==> src/halt_pkg.sv <==
// Function
// RULE1: halt instruction enters halt from either cpu clock source
// RULE2: cpu clock is gated off while halted, every clock source
// RULE3: port output latch keeps its value throughout halt
// RULE4: high-speed halt keeps peripherals running; low-speed halt gives no guarantee
// RULE5: low-speed halt: timer a counts only on its external event input
// RULE6: low-speed halt: timer b counts only on low-speed clock divided by 128
// RULE7: low-speed halt: serial port works only when clocked by running timer a
// RULE8: watchdog runs in halt only when low-speed oscillator is non-stoppable
// RULE9: unmasked request releases halt; vectored service if enabled, else next instruction
// RULE10: release into vectored servicing waits 8 or 9 cpu clocks
// RULE11: release into next instruction waits 2 or 3 cpu clocks
// RULE12: external reset releases halt, resets, restarts from reset vector
// RULE13: software may switch clock at once when x1 takes an external clock
// RULE14: software waits 300 us and 50 us before selecting the internal oscillator
// RULE15: software times that wait with 85 no-operation instructions
// RULE16: masked requests leave the device halted
// RULE17: a request pending at the halt instruction releases at once with normal wait
package halt_pkg;

    // ------------------------------------------------------------
    // register map
    // ------------------------------------------------------------
    localparam int ADDR_W = 8;
    localparam logic [ADDR_W-1:0] CTRL_OFFSET = 8'h00;
    localparam logic [ADDR_W-1:0] STATUS_OFFSET = 8'h04;
    localparam logic [ADDR_W-1:0] PORT_OFFSET = 8'h08;
    localparam logic [4:0] CTRL_RESET = 5'h00;
    localparam logic [7:0] PORT_RESET = 8'h00;
    localparam logic [1:0] RESP_OKAY = 2'h0;
    localparam logic [1:0] RESP_SLVERR = 2'h2;

    // ------------------------------------------------------------
    // release wait counts, in cpu clocks
    // ------------------------------------------------------------
    localparam logic [3:0] WAIT_VECTORED = 4'h8;
    localparam logic [3:0] WAIT_SEQUENTIAL = 4'h2;

    // control word: bit 0 is clk_src_low
    typedef struct packed {
        logic serial_clk_timer_a; // serial_port_zero clocked by timer_a_output
        logic timer_b_div128;     // timer b counts low_speed_osc_frequency / 128
        logic timer_a_event;      // timer a counts timer_a_event_input
        logic osc_stoppable;      // low-speed oscillator may be stopped by software
        logic clk_src_low;        // cpu runs from the low-speed oscillator
    } ctrl_t;

    // peripheral run/guarantee flags
    typedef struct packed {
        logic wdt;
        logic muldiv;
        logic serial;
        logic adc;
        logic rt_out;
        logic timer_b;
        logic timer_a;
        logic timer16;
        logic inv_timer;
    } periph_run_t;

    // status word, low bit is halted
    typedef struct packed {
        periph_run_t run;
        logic release_vectored;
        logic in_reset;
        logic cpu_clk_en;
        logic halted;
    } status_t;

    typedef enum logic [1:0] {ST_RUN, ST_HALT, ST_WAIT, ST_RESET} state_t;

    // true when the offset names a mapped register
    function automatic logic reg_hit(input logic [ADDR_W-1:0] addr);
        reg_hit = (addr == CTRL_OFFSET) || (addr == STATUS_OFFSET) || (addr == PORT_OFFSET);
    endfunction

endpackage

==> src/periph_gate.sv <==
`timescale 1ns/100ps
`default_nettype none
module periph_gate (
    input wire logic halted,
    input wire halt_pkg::ctrl_t ctrl,
    output halt_pkg::periph_run_t run
);
    logic low_halt;
    assign low_halt = halted & ctrl.clk_src_low;

    // ------------------------------------------------------------
    // guarantee map during halt
    // ------------------------------------------------------------
    // RULE4: high-speed halt keeps these
    assign run.inv_timer = ~low_halt;
    assign run.timer16 = ~low_halt;
    assign run.rt_out = ~low_halt;
    assign run.adc = ~low_halt;
    assign run.muldiv = ~low_halt;
    // RULE5: timer a event clock
    assign run.timer_a = ~low_halt | ctrl.timer_a_event;
    // RULE6: timer b divided clock
    assign run.timer_b = ~low_halt | ctrl.timer_b_div128;
    // RULE7: serial clocked by timer a, only while timer a itself runs
    assign run.serial = ~low_halt | (ctrl.serial_clk_timer_a & run.timer_a);
    // RULE8: watchdog follows the oscillator option
    assign run.wdt = ~(halted & ctrl.osc_stoppable);
endmodule // periph_gate
`default_nettype wire

==> src/axil_port.sv <==
`timescale 1ns/100ps
`default_nettype none
module axil_port (
    input wire logic mclk,
    input wire logic reset,
    input wire logic [halt_pkg::ADDR_W-1:0] awaddr,
    input wire logic awvalid,
    output var logic awready,
    input wire logic wvalid,
    output var logic wready,
    output var logic [1:0] bresp,
    output var logic bvalid,
    input wire logic bready,
    input wire logic [halt_pkg::ADDR_W-1:0] araddr,
    input wire logic arvalid,
    output var logic arready,
    output var logic [31:0] rdata,
    output var logic [1:0] rresp,
    output var logic rvalid,
    input wire logic rready,
    input wire logic [31:0] rd_data,
    output logic wr_en,
    output logic [halt_pkg::ADDR_W-1:0] wr_addr,
    output logic [halt_pkg::ADDR_W-1:0] rd_addr
);
    logic have_aw_ff, have_w_ff, rd_pend_ff;

    // write fires once both halves are held and no response is open
    assign wr_en = have_aw_ff & have_w_ff & ~bvalid;

    // ------------------------------------------------------------
    // write channels, address and data in either order
    // ------------------------------------------------------------
    always_ff @(posedge mclk) begin
        if (reset) begin
            awready <= 1'b1;
            wready <= 1'b1;
            have_aw_ff <= 1'b0;
            have_w_ff <= 1'b0;
            bvalid <= 1'b0;
            bresp <= halt_pkg::RESP_OKAY;
            wr_addr <= '0;
        end else begin
            if (awvalid && awready) begin
                wr_addr <= awaddr;
                have_aw_ff <= 1'b1;
                awready <= 1'b0;
            end
            if (wvalid && wready) begin
                have_w_ff <= 1'b1;
                wready <= 1'b0;
            end
            if (wr_en) begin
                bvalid <= 1'b1;
                bresp <= halt_pkg::reg_hit(wr_addr) ? halt_pkg::RESP_OKAY : halt_pkg::RESP_SLVERR;
                have_aw_ff <= 1'b0;
                have_w_ff <= 1'b0;
            end
            // readies stay low until the response is taken: one write at a time
            if (bvalid && bready) begin
                bvalid <= 1'b0;
                awready <= 1'b1;
                wready <= 1'b1;
            end
        end
    end

    // ------------------------------------------------------------
    // read channel, data one cycle after the address is taken
    // ------------------------------------------------------------
    always_ff @(posedge mclk) begin
        if (reset) begin
            arready <= 1'b1;
            rd_pend_ff <= 1'b0;
            rvalid <= 1'b0;
            rdata <= '0;
            rresp <= halt_pkg::RESP_OKAY;
            rd_addr <= '0;
        end else begin
            if (arvalid && arready) begin
                rd_addr <= araddr;
                rd_pend_ff <= 1'b1;
                arready <= 1'b0;
            end
            if (rd_pend_ff) begin
                rd_pend_ff <= 1'b0;
                rvalid <= 1'b1;
                rdata <= rd_data;
                rresp <= halt_pkg::reg_hit(rd_addr) ? halt_pkg::RESP_OKAY : halt_pkg::RESP_SLVERR;
            end
            if (rvalid && rready) begin
                rvalid <= 1'b0;
                arready <= 1'b1;
            end
        end
    end
endmodule // axil_port
`default_nettype wire

==> src/halt_standby_control.sv <==
// The register addresses and the AXI4-Lite interface to the registers were chosen for this implementation.
`timescale 1ns/100ps
`default_nettype none
module halt_standby_control #(
    parameter int IRQ_N = 8,
    parameter int PORT_W = 8
) (
    input wire logic mclk,
    input wire logic reset,
    // register bus
    input wire logic [halt_pkg::ADDR_W-1:0] awaddr,
    input wire logic awvalid,
    output var logic awready,
    input wire logic [31:0] wdata,
    input wire logic [3:0] wstrb,
    input wire logic wvalid,
    output var logic wready,
    output var logic [1:0] bresp,
    output var logic bvalid,
    input wire logic bready,
    input wire logic [halt_pkg::ADDR_W-1:0] araddr,
    input wire logic arvalid,
    output var logic arready,
    output var logic [31:0] rdata,
    output var logic [1:0] rresp,
    output var logic rvalid,
    input wire logic rready,
    // cpu core
    input wire logic halt_exec,
    output var logic cpu_clk_en_ff,
    output var logic cpu_reset_ff,
    output var logic vector_go_ff,
    output var logic resume_go_ff,
    output var logic reset_vector_go_ff,
    // interrupt controller and reset pin
    input wire logic [IRQ_N-1:0] irq_flag,
    input wire logic [IRQ_N-1:0] irq_mask,
    input wire logic irq_vectored,
    input wire logic ext_reset_n,
    // ports and peripherals
    output var logic [PORT_W-1:0] port_out_ff,
    output var halt_pkg::periph_run_t periph_run_ff
);
    halt_pkg::state_t state_ff, nxt_state;
    halt_pkg::ctrl_t ctrl_ff;
    halt_pkg::status_t status;
    halt_pkg::periph_run_t nxt_run;
    logic [3:0] wait_cnt_ff;
    logic vec_sel_ff, nxt_vec_sel;
    logic unmasked, wait_done, wr_en, halted_next;
    logic [halt_pkg::ADDR_W-1:0] wr_addr, rd_addr;
    logic [31:0] rd_data;
    logic [31:0] wdata_ff;
    logic wstrb_lane0_ff;

    // ------------------------------------------------------------
    // bus slave
    // ------------------------------------------------------------
    axil_port u_bus (
        .mclk(mclk),
        .reset(reset),
        .awaddr(awaddr),
        .awvalid(awvalid),
        .awready(awready),
        .wvalid(wvalid),
        .wready(wready),
        .bresp(bresp),
        .bvalid(bvalid),
        .bready(bready),
        .araddr(araddr),
        .arvalid(arvalid),
        .arready(arready),
        .rdata(rdata),
        .rresp(rresp),
        .rvalid(rvalid),
        .rready(rready),
        .rd_data(rd_data),
        .wr_en(wr_en),
        .wr_addr(wr_addr),
        .rd_addr(rd_addr)
    );

    // ------------------------------------------------------------
    // release sources
    // ------------------------------------------------------------
    // RULE16: masked requests never count
    assign unmasked = |(irq_flag & ~irq_mask);
    assign wait_done = (state_ff == halt_pkg::ST_WAIT) && (wait_cnt_ff == 4'h1);

    // next state; the reset pin beats every other source
    always_comb begin
        nxt_state = state_ff;
        nxt_vec_sel = vec_sel_ff;
        if (!ext_reset_n) begin
            // RULE12: pin releases halt into reset
            nxt_state = halt_pkg::ST_RESET;
        end else begin
            unique case (state_ff)
                halt_pkg::ST_RUN: begin
                    if (halt_exec) begin
                        // RULE1: entry from either clock source
                        // RULE17: pending request releases at once
                        nxt_state = unmasked ? halt_pkg::ST_WAIT : halt_pkg::ST_HALT;
                        nxt_vec_sel = irq_vectored;
                    end
                end
                halt_pkg::ST_HALT: begin
                    // RULE9: unmasked request releases
                    if (unmasked) begin
                        nxt_state = halt_pkg::ST_WAIT;
                        nxt_vec_sel = irq_vectored;
                    end
                end
                halt_pkg::ST_WAIT: begin
                    if (wait_done) begin
                        nxt_state = halt_pkg::ST_RUN;
                    end
                end
                halt_pkg::ST_RESET: begin
                    nxt_state = halt_pkg::ST_RUN;
                end
            endcase
        end
    end

    // state register
    always_ff @(posedge mclk) begin
        if (reset) begin
            state_ff <= halt_pkg::ST_RUN;
            vec_sel_ff <= 1'b0;
        end else begin
            state_ff <= nxt_state;
            vec_sel_ff <= nxt_vec_sel;
        end
    end

    // ------------------------------------------------------------
    // release wait counter
    // ------------------------------------------------------------
    // the lower of each documented pair is used: the shorter wait is always legal
    always_ff @(posedge mclk) begin
        if (reset) begin
            wait_cnt_ff <= 4'h0;
        end else if (nxt_state == halt_pkg::ST_WAIT && state_ff != halt_pkg::ST_WAIT) begin
            // RULE10: vectored wait
            // RULE11: sequential wait
            wait_cnt_ff <= nxt_vec_sel ? halt_pkg::WAIT_VECTORED : halt_pkg::WAIT_SEQUENTIAL;
        end else if (state_ff == halt_pkg::ST_WAIT) begin
            wait_cnt_ff <= wait_cnt_ff - 4'h1;
        end
    end

    // ------------------------------------------------------------
    // cpu side outputs
    // ------------------------------------------------------------
    assign halted_next = (nxt_state == halt_pkg::ST_HALT) || (nxt_state == halt_pkg::ST_WAIT);

    // RULE2: clock gated in halt and through the release wait
    always_ff @(posedge mclk) begin
        if (reset) begin
            cpu_clk_en_ff <= 1'b1;
        end else begin
            cpu_clk_en_ff <= ~halted_next;
        end
    end

    // RULE12: reset held while the pin is low, then vector restart
    always_ff @(posedge mclk) begin
        if (reset) begin
            cpu_reset_ff <= 1'b0;
            reset_vector_go_ff <= 1'b0;
        end else begin
            cpu_reset_ff <= (nxt_state == halt_pkg::ST_RESET);
            reset_vector_go_ff <= (state_ff == halt_pkg::ST_RESET) && ext_reset_n;
        end
    end

    // RULE9: one pulse picks servicing or next instruction
    always_ff @(posedge mclk) begin
        if (reset) begin
            vector_go_ff <= 1'b0;
            resume_go_ff <= 1'b0;
        end else begin
            vector_go_ff <= wait_done && ext_reset_n && vec_sel_ff;
            resume_go_ff <= wait_done && ext_reset_n && !vec_sel_ff;
        end
    end

    // ------------------------------------------------------------
    // registers
    // ------------------------------------------------------------
    // write data is held from its own handshake: the master may drop it before the address arrives
    always_ff @(posedge mclk) begin
        if (reset) begin
            wdata_ff <= 32'h0000_0000;
            wstrb_lane0_ff <= 1'b0;
        end else if (wvalid && wready) begin
            wdata_ff <= wdata;
            wstrb_lane0_ff <= wstrb[0];
        end
    end

    // control bits steer the peripheral guarantee map
    always_ff @(posedge mclk) begin
        if (reset) begin
            ctrl_ff <= halt_pkg::CTRL_RESET;
        end else if (wr_en && wr_addr == halt_pkg::CTRL_OFFSET && wstrb_lane0_ff) begin
            ctrl_ff <= wdata_ff[$bits(halt_pkg::ctrl_t)-1:0];
        end
    end

    // RULE3: latch frozen while halted, writes then dropped
    always_ff @(posedge mclk) begin
        if (reset) begin
            port_out_ff <= PORT_W'(halt_pkg::PORT_RESET);
        end else if (wr_en && wr_addr == halt_pkg::PORT_OFFSET && wstrb_lane0_ff
                     && state_ff == halt_pkg::ST_RUN) begin
            port_out_ff <= wdata_ff[PORT_W-1:0];
        end
    end

    // ------------------------------------------------------------
    // peripheral guarantee map
    // ------------------------------------------------------------
    periph_gate u_gate (
        .halted(halted_next),
        .ctrl(ctrl_ff),
        .run(nxt_run)
    );

    // RULE4: flags registered with the state they belong to
    always_ff @(posedge mclk) begin
        if (reset) begin
            periph_run_ff <= '1;
        end else begin
            periph_run_ff <= nxt_run;
        end
    end

    // read mux; unmapped offsets read zero with an error response
    assign status = '{run: periph_run_ff, release_vectored: vec_sel_ff,
                      in_reset: cpu_reset_ff, cpu_clk_en: cpu_clk_en_ff,
                      halted: (state_ff != halt_pkg::ST_RUN) && (state_ff != halt_pkg::ST_RESET)};
    always_comb begin
        rd_data = 32'h0000_0000;
        if (rd_addr == halt_pkg::CTRL_OFFSET) begin
            rd_data[$bits(halt_pkg::ctrl_t)-1:0] = ctrl_ff;
        end else if (rd_addr == halt_pkg::STATUS_OFFSET) begin
            rd_data[$bits(halt_pkg::status_t)-1:0] = status;
        end else if (rd_addr == halt_pkg::PORT_OFFSET) begin
            rd_data[PORT_W-1:0] = port_out_ff;
        end
    end

    // ------------------------------------------------------------
    // assertions
    // ------------------------------------------------------------
    a_halt_entry: assert property (@(posedge mclk) disable iff (reset) // RULE1
        (state_ff == halt_pkg::ST_RUN && halt_exec && !unmasked && ext_reset_n)
        |=> (state_ff == halt_pkg::ST_HALT) && !cpu_clk_en_ff)
        else $error("halt instruction did not enter halt");

    a_clock_gated: assert property (@(posedge mclk) disable iff (reset) // RULE2
        (state_ff == halt_pkg::ST_HALT) |-> !cpu_clk_en_ff && !vector_go_ff && !resume_go_ff)
        else $error("cpu clock running in halt");

    a_port_frozen: assert property (@(posedge mclk) disable iff (reset) // RULE3
        (state_ff == halt_pkg::ST_HALT) |=> $stable(port_out_ff))
        else $error("port latch changed in halt");

    a_fast_halt_run: assert property (@(posedge mclk) disable iff (reset) // RULE4
        (state_ff == halt_pkg::ST_HALT && !ctrl_ff.clk_src_low)
        |-> periph_run_ff.adc && periph_run_ff.timer16 && periph_run_ff.serial && periph_run_ff.muldiv)
        else $error("peripheral dropped in high-speed halt");

    a_timer_a_gate: assert property (@(posedge mclk) disable iff (reset) // RULE5
        (state_ff == halt_pkg::ST_HALT && ctrl_ff.clk_src_low && $stable(ctrl_ff))
        |-> periph_run_ff.timer_a == ctrl_ff.timer_a_event)
        else $error("timer a guarantee wrong");

    a_wdt_option: assert property (@(posedge mclk) disable iff (reset) // RULE8
        (state_ff == halt_pkg::ST_HALT && $stable(ctrl_ff))
        |-> periph_run_ff.wdt == !ctrl_ff.osc_stoppable)
        else $error("watchdog run flag wrong in halt");

    a_vector_wait: assert property (@(posedge mclk) disable iff (reset) // RULE10
        (state_ff == halt_pkg::ST_HALT && unmasked && irq_vectored && ext_reset_n)
        |=> (!cpu_clk_en_ff && ext_reset_n) [*8] ##1 (vector_go_ff && cpu_clk_en_ff))
        else $error("vectored release wait not 8 clocks");

    a_resume_wait: assert property (@(posedge mclk) disable iff (reset) // RULE11
        (state_ff == halt_pkg::ST_HALT && unmasked && !irq_vectored && ext_reset_n)
        |=> (!cpu_clk_en_ff && ext_reset_n) [*2] ##1 (resume_go_ff && !vector_go_ff))
        else $error("sequential release wait not 2 clocks");

    a_pin_reset: assert property (@(posedge mclk) disable iff (reset) // RULE12
        (!ext_reset_n ##1 ext_reset_n) |=> reset_vector_go_ff && !cpu_reset_ff)
        else $error("no reset vector after pin release");

    a_masked_hold: assert property (@(posedge mclk) disable iff (reset) // RULE16
        (state_ff == halt_pkg::ST_HALT && !unmasked && ext_reset_n) |=> state_ff == halt_pkg::ST_HALT)
        else $error("masked request left halt");

    a_pending_halt: assert property (@(posedge mclk) disable iff (reset) // RULE17
        (state_ff == halt_pkg::ST_RUN && halt_exec && unmasked && ext_reset_n)
        |=> state_ff == halt_pkg::ST_WAIT)
        else $error("pending request did not release at once");
endmodule // halt_standby_control
`default_nettype wire

==> config.mk <==
export PLATFORM = sky130hd
export DESIGN_NAME = halt_standby_control
export DESIGN_NICKNAME = d
export VERILOG_FILES = /design/src/halt_pkg.sv /design/src/periph_gate.sv /design/src/axil_port.sv /design/src/halt_standby_control.sv
export SDC_FILE = /design/constraint.sdc
export NUM_CORES = 1
export LEC_CHECK = 0
export BUFFER_PORTS_ARGS = -buffer_cell sky130_fd_sc_hd__buf_4
export CELL_PAD_IN_SITES_DETAIL_PLACEMENT = 0
export CELL_PAD_IN_SITES_GLOBAL_PLACEMENT = 1
export CORE_MARGIN = 2
export CORE_UTILIZATION = 34
export CTS_CLUSTER_DIAMETER = 100
export DETAILED_ROUTE_END_ITERATION = 16
export HOLD_SLACK_MARGIN = 0.08
export PLACE_DENSITY_LB_ADDON = 0.1
export SYNTH_ARGS = -nofsm -noshare
export SYNTH_HDL_FRONTEND = slang
export SYNTH_SLANG_ARGS = --single-unit
export TNS_END_PERCENT = 100
==> constraint.sdc <==
create_clock -name mclk -period 2.5 [get_ports mclk]
set_input_delay 0.5 -clock mclk [delete_from_list [all_inputs] [get_ports mclk]]
set_output_delay 0.5 -clock mclk [all_outputs]
set_load 0.05 [all_outputs]
-- Word-level counts from Yosys, hierarchy flattened
Index checks and enable logic that the tools add are counted.
- add/sub/neg operators: 1
- mux-type cells: 21
- reduce and logical (&&, ||, !) cells: 33
- bitwise logic cells: 14
- equal/unequal tests: 13
- operators by type and width (kind ; count):
    2-to-1 mux 8 bit ; 3
    logical AND 1 bit ; 17
    == test 8 x 3 -> 1 bit, second input constant ; 2
    == test 8 x 4 -> 1 bit, second input constant ; 2
    zero test 8 bit ; 2
    2-to-1 mux 2 bit ; 7
    2-to-1 mux 4 bit ; 3
    2-to-1 mux 5 bit ; 2
    bitwise AND 8 bit ; 1
    == test 2 bit, second input constant ; 4
    NOT 8 bit ; 1
    case mux 2 bit (4 select lines) ; 1
    OR reduction 2 bit ; 4
    OR reduction 8 bit ; 1
    bitwise AND 1 bit ; 5
    logical OR 1 bit ; 5
    == test 2 x 1 -> 1 bit, second input constant ; 2
    == test 4 x 1 -> 1 bit, second input constant ; 1
    2-to-1 mux 1 bit ; 4
    != test 2 bit, second input constant ; 2
    NOT 1 bit ; 4
    nonzero test 2 bit ; 2
    subtractor 4 x 1 -> 4 bit, second input constant ; 1
    bitwise OR 1 bit ; 3
    other kinds (3) ; 3
- output and inout bits: 63
- register bits after elaboration: 80
- bits of input ports: 78

-- Depth between registers and ports, before layout
Gate-level depths: netlist of run 1.
- depth in word-level cells: 14
- depth in mapped cells: 12
- mapped depth without buffers: 11

-- Hierarchy
Synthesis of run 1 repeated with hierarchy kept, for this count alone.
- cell total of the unflattened synthesis: 464
- area, all modules: 4244.1 um^2
- by module, submodules not included (module ; area an instance (um^2) ; cells an instance ; seq. area each (um^2) ; instances):
    halt_standby_control ; 2103.3 ; 238 ; 860.8 ; 1
    axil_port ; 2079.5 ; 217 ; 1161.1 ; 1
    periph_gate ; 61.3 ; 9 ; 0.0 ; 1

-- Worst setup path after synthesis of run 1
Ideal clock, no wire load.
- path type: flip-flop to flip-flop
- from: register state_ff[0]
- to: register wait_cnt_ff[3]
- data required time: 2.369 ns
- slack: 0.245 ns
- arrival: 2.124 ns
- buffers on the path: 1
- stages on the path, launching flop included: 12
- period minus slack after synthesis: 2.255 ns
- path through: dfxtp_1 inv_1 ha_1 clkbuf_1 o21bai_1 a2bb2oi_1 o31a_1 ha_1 o21ai_0 o22a_1 a221oi_1 a31oi_1
- cells in the longest elaborated chain, start to end: 8
- elaborated cells on any way between the ends: 18
- those cells by class: eq/ne (5); mux (9); reduce/logical (4)
- ends and longest elaborated chain (element ; RTL line ; text):
    from (decl) ; halt_standby_control.sv:44 ; halt_pkg::state_t state_ff, nxt_state;
    from (signal assigned) ; halt_standby_control.sv:129 ; state_ff <= halt_pkg::ST_RUN;
    from (signal assigned) ; halt_standby_control.sv:132 ; state_ff <= nxt_state;
    == test 2 bit ; halt_standby_control.sv:88, halt_standby_control.sv:98, halt_standby_control.sv:148 ;
    logical AND 1 bit ; halt_standby_control.sv:88 ; assign wait_done = (state_ff == halt_pkg::ST_WAIT) && (wait_cnt_ff == 4'h1);
    2-to-1 mux 2 bit ; halt_standby_control.sv:115 ; if (wait_done) begin
    case mux 2 bit (4 select lines) ; halt_standby_control.sv:98 ; unique case (state_ff)
    2-to-1 mux 2 bit ; halt_standby_control.sv:94 ; if (!ext_reset_n) begin
    == test 2 bit ; halt_standby_control.sv:144 ; end else if (nxt_state == halt_pkg::ST_WAIT && state_ff != halt_pkg::ST_WAIT) begin
    logical AND 1 bit ; halt_standby_control.sv:144 ;
    2-to-1 mux 4 bit / nonzero test 2 bit (equally long branches) ; - ;
    to (signal assigned) ; halt_standby_control.sv:147 ; wait_cnt_ff <= nxt_vec_sel ? halt_pkg::WAIT_VECTORED : halt_pkg::WAIT_SEQUENTIAL;
    to (signal assigned) ; halt_standby_control.sv:149 ; wait_cnt_ff <= wait_cnt_ff - 4'h1;
    to (decl) ; halt_standby_control.sv:48 ; logic [3:0] wait_cnt_ff;
Parallel ways exist; a longest one is shown, timed or not.
A chain may end at the register's enable or synchronous reset.

-- Final worst setup path of run 1
- from: register wait_cnt_ff[1]
- to: register periph_run_ff[2] in the netlist's numbering
- cells in the longest elaborated chain, start to end: 10
- elaborated cells on any way between the ends: 11
- those cells by class: eq/ne (3); mux (3); bitwise (3); reduce/logical (2)
- ends and longest elaborated chain (element ; RTL line ; text):
    == test 4 x 1 -> 1 bit * ; halt_standby_control.sv:88 ;
    logical AND 1 bit * ; halt_standby_control.sv:88 ;
    2-to-1 mux 2 bit * ; halt_standby_control.sv:115 ;
    case mux 2 bit (4 select lines) * ; halt_standby_control.sv:98 ;
    2-to-1 mux 2 bit * ; halt_standby_control.sv:94 ;
    == test 2 x 1 -> 1 bit / == test 2 bit (equally long branches) ; halt_standby_control.sv:156 ; assign halted_next = (nxt_state == halt_pkg::ST_HALT) || (nxt_state == halt_pkg::ST_WAIT);
    logical OR 1 bit * ; halt_standby_control.sv:156 ;
    bitwise AND 1 bit * ; periph_gate.sv:9 ; assign low_halt = halted & ctrl.clk_src_low;
    NOT 1 bit * ; periph_gate.sv:21 ; assign run.timer_a = ~low_halt | ctrl.timer_a_event;
    bitwise OR 1 bit * ; periph_gate.sv:21 ;
    to (signal assigned) ; halt_standby_control.sv:236 ; periph_run_ff <= nxt_run;
    to (decl) ; halt_standby_control.sv:42 ; output var halt_pkg::periph_run_t periph_run_ff
Mark *: on every way between the ends. The rest lies on a longest branch, timed or not.

==> summary.md, run 1 <==
| Metric | Value |
|---|---|
| Hold Violations, Final | `0` |
| # setup viols final | `0` |
| Maxcap violations | `0` |
| Share of layout cells above drive strength 1 | `25.1%` |
| Final period utilization | `93.4%` |
| Hold Slack | `0.337 ns` |
| Psw | `854 uW` |
| # port buffers | `92` |
| Synthesized area | `3490 sq um` |
| Flop pwr share | `46.9%` |
| Cell-internal power | `1960 uW` |
| Clock tree sinks | `76` |
| DR iter-0 viols | `114` |
| Crit path kind | `reg2reg` |
| Die X-Extent | `105 microns` |
| Drt first pass iters | `4` |
| Starting Density | `35.4%` |
| Number of global-route vias before repair | `2664` |
| Post-route ant nets | `0` |
| Worst Hold Class | `in2reg` |
| Final net count | `579` |
| Mapped Cells | `415` |
| Fin cells | `631` |
| Lkg Pwr | `0.00178 uW` |
| Main combinational cell family by area after synthesis | `simple AND/OR/NAND/NOR gates` |
| Register area share after synthesis | `43.6%` |
| # hold bufs at CTS | `0` |
| Crit path time final | `2.33 ns` |
| DR vias | `2979` |
| Clock-pin slew on the worst setup and hold paths | `0.08 ns` |
| Global route overflow | `0` |
| Post-synthesis xor/xnor area fraction | `0%` |
| Final WL | `8120 microns` |
| Met3 Routed Length | `502 microns` |
| Most common flop cell mapped by yosys | `dfxtp_1` |
| Synth top cells by count | `dfxtp_1 (76), a21oi_1 (53), nand2_1 (44), nand3_1 (33), buf_4 (29)` |
| Power density over the cells | `643 nW/um^2` |
| Worst-path cell chain | `inv_1, ha_1, nor3b_1, buf_4, o21bai_1, a2bb2oi_1, o31a_1, ha_1, nor2_2, nand2_1, or2_2` |
| GPL Wtd Cong | `0.717` |
| Max clock buf depth | `2` |
| Asr flop ratio synth | `0%` |
| H-tree levels | `3` |
| Worst Setup End Kind | `flip-flop` |
| Clk_lat worst skew | `0.36 ns` |
| Slew Limit Fails | `0` |
| Adder-cell share of the synthesized area | `2.87%` |
| Total track usage | `14.9%` |
| Number of vias per cell | `4.72` |
| Fin Clk Skew | `0.0122 ns` |
| Peak VDD IR | `0.373 mV` |
| Number of remaining DRC errors | `0` |
| Setup TNS | `0 ns` |
| FP Rows | `36` |
| Top-count cell post-synth | `dfxtp_1` |
| Max layer used | `met4` |
| Initial antenna violation count | `0` |
| Post-synthesis mux area share | `1.72%` |
| Worst setup SP type | `flip-flop` |
| Ant diodes | `0` |
| Routed WL per cell | `12.9 microns` |
| TritonCTS clock tree | `built` |
| Synth unique cells | `51` |
| RSZ-0062 raised after global routing | `false` |
| Crit-path slowest cell | `dfxtp_1` |
| Synth area leader | `dfxtp_1` |
| Cell mode on critical path | `ha_1` |
| CP Max Fanout | `4` |
| Worst EP required | `2.74 ns` |
| CTS root buf | `clkbuf_8` |
| Placed cells | `615` |
| CP delay by family, top | `simple AND/OR/NAND/NOR gates` |
| CP peak stage delay | `0.36 ns` |
| Status | `completed` |
| Layout Area Growth over Synthesis | `25.2%` |
| I/O pins | `141` |
| Met1 Routed Length | `4130 microns` |
| Buf/Inv on CP | `2` |
| CTS Buf Count | `9` |
| Post-synthesis simple-gate area fraction | `22.1%` |
| Final Core Density | `44.3%` |
| Comb power frac | `18.0%` |
| Synth Register Bits | `76` |
| DIE HEIGHT | `105 microns` |
| Met2 Wirelength | `3400 microns` |
| Largest net degree at the start of global routing | `71` |
| Core box area | `9860 sq um` |
| Worst Path Arrival | `2.58 ns` |
| First-pass GRT wire length | `13400 microns` |
| Avg Cell Area, Syn | `8.41 sq um` |
| Clock share of power | `35.0%` |
| Number of synthesized flops with an enable pin | `0` |
| Fmax | `428 MHz` |
| Switch share | `30.4%` |
| DP HPWL | `5890 microns` |
| Synth top area cells | `dfxtp_1 (44%), a21oi_1 (7.6%), buf_4 (6.2%)` |
| Synth warn | `0` |
| Slew headroom | `46.4%` |
| Top-area cell type share of the netlist area | `43.6%` |
| Die area | `11100 sq um` |
| Compound-Gate Fraction of Synth Area | `18.6%` |
| Slew @ Worst Pin | `0.803 ns` |
-- state kept, by name, indices dropped and copies added, names as in the netlist, 2 cells and up --
register and count:
u_bus.rdata 11, port_out_ff 8, u_bus.rd_addr 8, u_bus.wr_addr 8, wdata_ff 8, ctrl_ff 5, periph_run_ff 5, wait_cnt_ff 4
state_ff 2
-- area by class of cell --
cell class,instances,area (sq um)
multi-input cells,292,1660
well taps,133,166
clock buffers,10,138
flip-flops and latches,76,1520
clock inverters,6,72.6
repair buffers,101,758
inverters,13,48.8
fillers,1040,5490
-- final timing paths --
check                           slack, ns            from  cells past startpoint                to
worst max-delay path                 0.17  wait_cnt_ff[1]                     11  periph_run_ff[2]
worst min register to register       0.41      ctrl_ff[1]                      1  periph_run_ff[8]
worst max register to register       0.17  wait_cnt_ff[1]                     11  periph_run_ff[2]
worst min-delay path                 0.34          wvalid                      2      u_bus.wready
-- logic make-up (layout without fill, tap and decap cells) --
kind of cell    after synthesis  count (layout)
simple gates                147             147
compound gates              110             110
buf+inv                      67             130
fa+ha+maj                     8               8
other cells                   1              21
flops                        76              76
mux                           6               6
-- per-layer routing --
metal | GRT usage (%) | vias up
li1 | - | 1559
met1 | 21.6 | 1325
met2 | 21.0 | 89
met3 | 3.96 | 6
met4 | 5.71 | 0
met5 | 0 | -
-- cell usage in the layout (no fill, tap or decap), types with 2 or more instances in the layout --
cell and instances:
a21o_1 2, a21oi_1 53, a31oi_1 6, and2_1 2
and3b_1 2, buf_4 101, clkbuf_8 10, clkinv_4 3
conb_1 21, dfxtp_1 75, ha_1 8, inv_1 13
mux2i_1 6, nand2_1 44, nand2b_1 19, nand3_1 33
nand3b_1 7, nand4_1 7, nor2_1 14, nor2b_1 3
nor3_1 3, o2111ai_1 3, o21a_1 2, o21ai_0 21
o21ai_1 2, o22ai_1 2, o2bb2ai_1 5, o31a_1 3
or2_2 2
-- power groups by stage --
stage | clock (uW) | combinational [uW] | sequential [uW]
floorplan | 0 | 348 | 1370
global placement | 0 | 501 | 1350
detailed placement | 0 | 506 | 1350
CTS | 1020 | 508 | 1320
global route | 1080 | 556 | 1330
finish | 985 | 507 | 1320
-- what timing repair did --
item,4_1_cts,5_1_grt
endpoints found under the setup margin,0,3
setup buffers,0,0
resized for setup,0,4
-- per-stage QoR --
| step | total power, uW | setup slack, ns | cell area (sq um) |
|---|---|---|---|
| after floorplan | 1720 | 0.245 | 3570 |
| after global placement | 1850 | 0.0852 | 4160 |
| after detailed placement | 1850 | 0.0750 | 4160 |
| after CTS | 2850 | 0.0522 | 4370 |
| after global routing | 2970 | 0.000138 | 4370 |
| final | 2810 | 0.165 | 4370 |
-- worst reg2reg max path: stages (launching register included) --
cell       delay [ns]
dfxtp_1          0.36
inv_1            0.08
ha_1             0.18
nor3b_1          0.14
buf_4            0.14
o21bai_1         0.12
a2bb2oi_1        0.10
o31a_1           0.30
ha_1             0.30
nor2_2           0.11
nand2_1          0.11
or2_2            0.28
Power figures use the tool's default switching activity.
==> run 2, diff against run 1 <==
--- a/config.mk
+++ b/config.mk
@@ -13,7 +13,7 @@
 export CTS_CLUSTER_DIAMETER = 100
 export DETAILED_ROUTE_END_ITERATION = 16
 export HOLD_SLACK_MARGIN = 0.08
-export PLACE_DENSITY_LB_ADDON = 0.1
+export PLACE_DENSITY = 0.87
 export SYNTH_ARGS = -nofsm -noshare
 export SYNTH_HDL_FRONTEND = slang
 export SYNTH_SLANG_ARGS = --single-unit
==> run 2 against run 1 <==
Net effect: sequential cell count stayed put; first-iteration DRC count is 42% higher; non-clock buffer count is 3 lower; core utilization is 0.23 points lower; global-route usage is 0.28 points lower; count of clock-buffer cells in the layout is 2 higher; critical path type unchanged; largest power group unchanged.
==> summary.md, run 2 (same netlist as run 1, synthesis figures left out) <==
| Metric | Value |
|---|---|
| Maxcap violations | `0 (unchanged)` |
| Hold Path Cell Cnt | `2 (unchanged)` |
| Top reg by flops | `u_bus.rdata (unchanged)` |
| Slew headroom | `48.8% (was 46.4%)` |
| Drt first pass iters | `4 (unchanged)` |
| Flop pwr share | `47.2% (was 46.9%)` |
| Post-CTS resize count | `0 (unchanged)` |
| Crit-path slowest cell | `dfxtp_2 (was dfxtp_1)` |
| Fin Clk Skew | `0.0113 ns (was 0.0122 ns)` |
| DIE HEIGHT | `105 microns (unchanged)` |
| Status | `completed (unchanged)` |
| First-pass GRT wire length | `13200 microns (was 13400 microns)` |
| Slew @ Worst Pin | `0.767 ns (was 0.803 ns)` |
| I/O pins | `141 (unchanged)` |
| Die area | `11100 sq um (unchanged)` |
| Starting Density | `35.4% (unchanged)` |
| Worst Path Arrival | `2.61 ns (was 2.58 ns)` |
| Multi-input logic area | `1660 sq um (unchanged)` |
| Worst Hold Class | `in2reg (unchanged)` |
| Hold Slack | `0.359 ns (was 0.337 ns)` |
| Number of flip-flops in the largest register | `11 (unchanged)` |
| Comb power frac | `17.4% (was 18.0%)` |
| Ant diodes | `0 (unchanged)` |
| Lkg Pwr | `0.00176 uW (was 0.00178 uW)` |
| Setup TNS | `0 ns (unchanged)` |
| Commonest non-fill, non-tap cell in the layout | `buf_4 (unchanged)` |
| Setup ws final | `0.152 ns (was 0.165 ns)` |
| Layout Area Growth over Synthesis | `24.5% (was 25.2%)` |
| Clock-pin slew on the worst setup and hold paths | `0.07 ns (was 0.08 ns)` |
| Post-route cell area | `4350 sq um (was 4370 sq um)` |
| Placed cells | `612 (was 615)` |
| H-tree levels | `3 (unchanged)` |
| FF+latch area | `1520 sq um (about the same)` |
| Crit path time final | `2.35 ns (was 2.33 ns)` |
| Power density over the cells | `647 nW/um^2 (was 643 nW/um^2)` |
| Fillers | `973 (was 1040)` |
| DP Area | `4130 sq um (was 4160 sq um)` |
| Peak VDD IR | `0.361 mV (was 0.373 mV)` |
| Switch share | `28.2% (was 30.4%)` |
| Worst slack at placement | `0.0883 ns (was 0.0750 ns)` |
| Worst EP required | `2.76 ns (was 2.74 ns)` |
| CTS root buf | `clkbuf_8 (unchanged)` |
| Share of layout cells above drive strength 1 | `24.2% (was 25.1%)` |
| Number of global-route vias before repair | `2843 (was 2664)` |
| Number of vias per cell | `4.79 (was 4.72)` |
| Clock tree sinks | `76 (unchanged)` |
| Largest net degree at the start of global routing | `71 (unchanged)` |
| Post-route ant nets | `0 (unchanged)` |
| RSZ-0062 raised after global routing | `false (unchanged)` |
| Cell mode on critical path | `ha_1 (unchanged)` |
| Slew Limit Fails | `0 (unchanged)` |
| Fmax | `426 MHz (was 428 MHz)` |
| Clock share of power | `35.4% (was 35.0%)` |
| Final period utilization | `93.9% (was 93.4%)` |
| Psw | `794 uW (was 854 uW)` |
| Final WL | `8080 microns (was 8120 microns)` |
| # hold bufs at CTS | `0 (unchanged)` |
| # port buffers | `92 (unchanged)` |
| Crit path kind | `reg2reg (unchanged)` |
| Worst R2R Path Depth | `12 (was 11)` |
| Cell-internal power | `2020 uW (was 1960 uW)` |
| # setup viols final | `0 (unchanged)` |
| DR vias | `3010 (was 2979)` |
| Routed WL per cell | `12.9 microns (about the same)` |
| Number of remaining DRC errors | `0 (unchanged)` |
| Clk_lat worst skew | `0.34 ns (was 0.36 ns)` |
| Core box area | `9860 sq um (unchanged)` |
| Global route overflow | `0 (unchanged)` |
| CTS Buf Count | `9 (unchanged)` |
| Worst-path cell chain | `inv_1, ha_1, nor3b_1, buf_4, o21bai_1, a2bb2oi_1, o31a_1, ha_1, o21ai_1, o22ai_1, a21o_1, a31oi_1 (was inv_1, ha_1, nor3b_1, buf_4, o21bai_1, a2bb2oi_1, o31a_1, ha_1, nor2_2, nand2_1, or2_2)` |
| FP Rows | `36 (unchanged)` |
| Initial antenna violation count | `0 (unchanged)` |
| Max clock buf depth | `2 (unchanged)` |
| Fin cells | `628 (was 631)` |
| DR iter-0 viols | `162 (was 114)` |
| Hold Violations, Final | `0 (unchanged)` |
| Die X-Extent | `105 microns (unchanged)` |
| TritonCTS clock tree | `built (unchanged)` |
| DP HPWL | `5850 microns (was 5890 microns)` |
| Setup Buffers After CTS | `0 (unchanged)` |
| CP Max Fanout | `4 (unchanged)` |
| Final net count | `576 (was 579)` |
| Total track usage | `14.7% (was 14.9%)` |
| Worst Setup End Kind | `flip-flop (unchanged)` |
| CP peak stage delay | `0.35 ns (was 0.36 ns)` |
| Worst setup SP type | `flip-flop (unchanged)` |
| Most frequent cells in the layout | `buf_4 (98), dfxtp_1 (74), a21oi_1 (53) (was buf_4 (101), dfxtp_1 (75), a21oi_1 (53))` |
| GPL Wtd Cong | `0.763 (was 0.717)` |
run 2: final cells by class:
cell class                 instances  area share, %
clock buffer                      12           3.11
sequential                        76           35.1
timing repair buffer              98           16.9
tap                              133           3.83
multi-input combinational        292           38.3
inverter                          13           1.12
clock inverter                     4           1.70
run 2: worst paths after layout:
path	from	endpoint	slack, ns
setup / recovery	wait_cnt_ff[1]	wait_cnt_ff[3]	0.15
hold / removal	wvalid	u_bus.wready	0.36
setup reg to reg	wait_cnt_ff[1]	wait_cnt_ff[3]	0.15
hold reg to reg	ctrl_ff[1]	periph_run_ff[8]	0.41
run 2: metrics by stage:
step	utilization, %	power [uW]
CTS	44.0	2850
finish	44.1	2810
floorplan	-	1720
global placement	41.9	1830
global route	44.1	2960
detailed placement	41.9	1840
run 2: routing by layer:
| metal | vias to the layer above | wire length, microns | global-route usage, % |
|---|---|---|---|
| met2 | 73 | 3880 | 24.9 |
| li1 | 1551 | - | - |
| met4 | 0 | 87 | 4.67 |
| met3 | 9 | 382 | 4.21 |
| met1 | 1377 | 3730 | 17.8 |
| met5 | - | 0 | 0 |
run 2: critical path, delay by kind of cell (launching register included):
family / cells / cell delay (ns)
compound gates: 7 / 1.17
fa+ha+maj: 2 / 0.39
flops: 1 / 0.35
buf+inv: 2 / 0.23
simple gates: 1 / 0.13
run 2: power by group through the flow:
stage | sequential (uW) | combinational [uW] | clock, uW
after floorplan | 1370 | 348 | 0
final | 1330 | 491 | 995
after global routing | 1340 | 535 | 1090
after detailed placement | 1350 | 488 | 0
after CTS | 1330 | 490 | 1030
after global placement | 1350 | 478 | 0
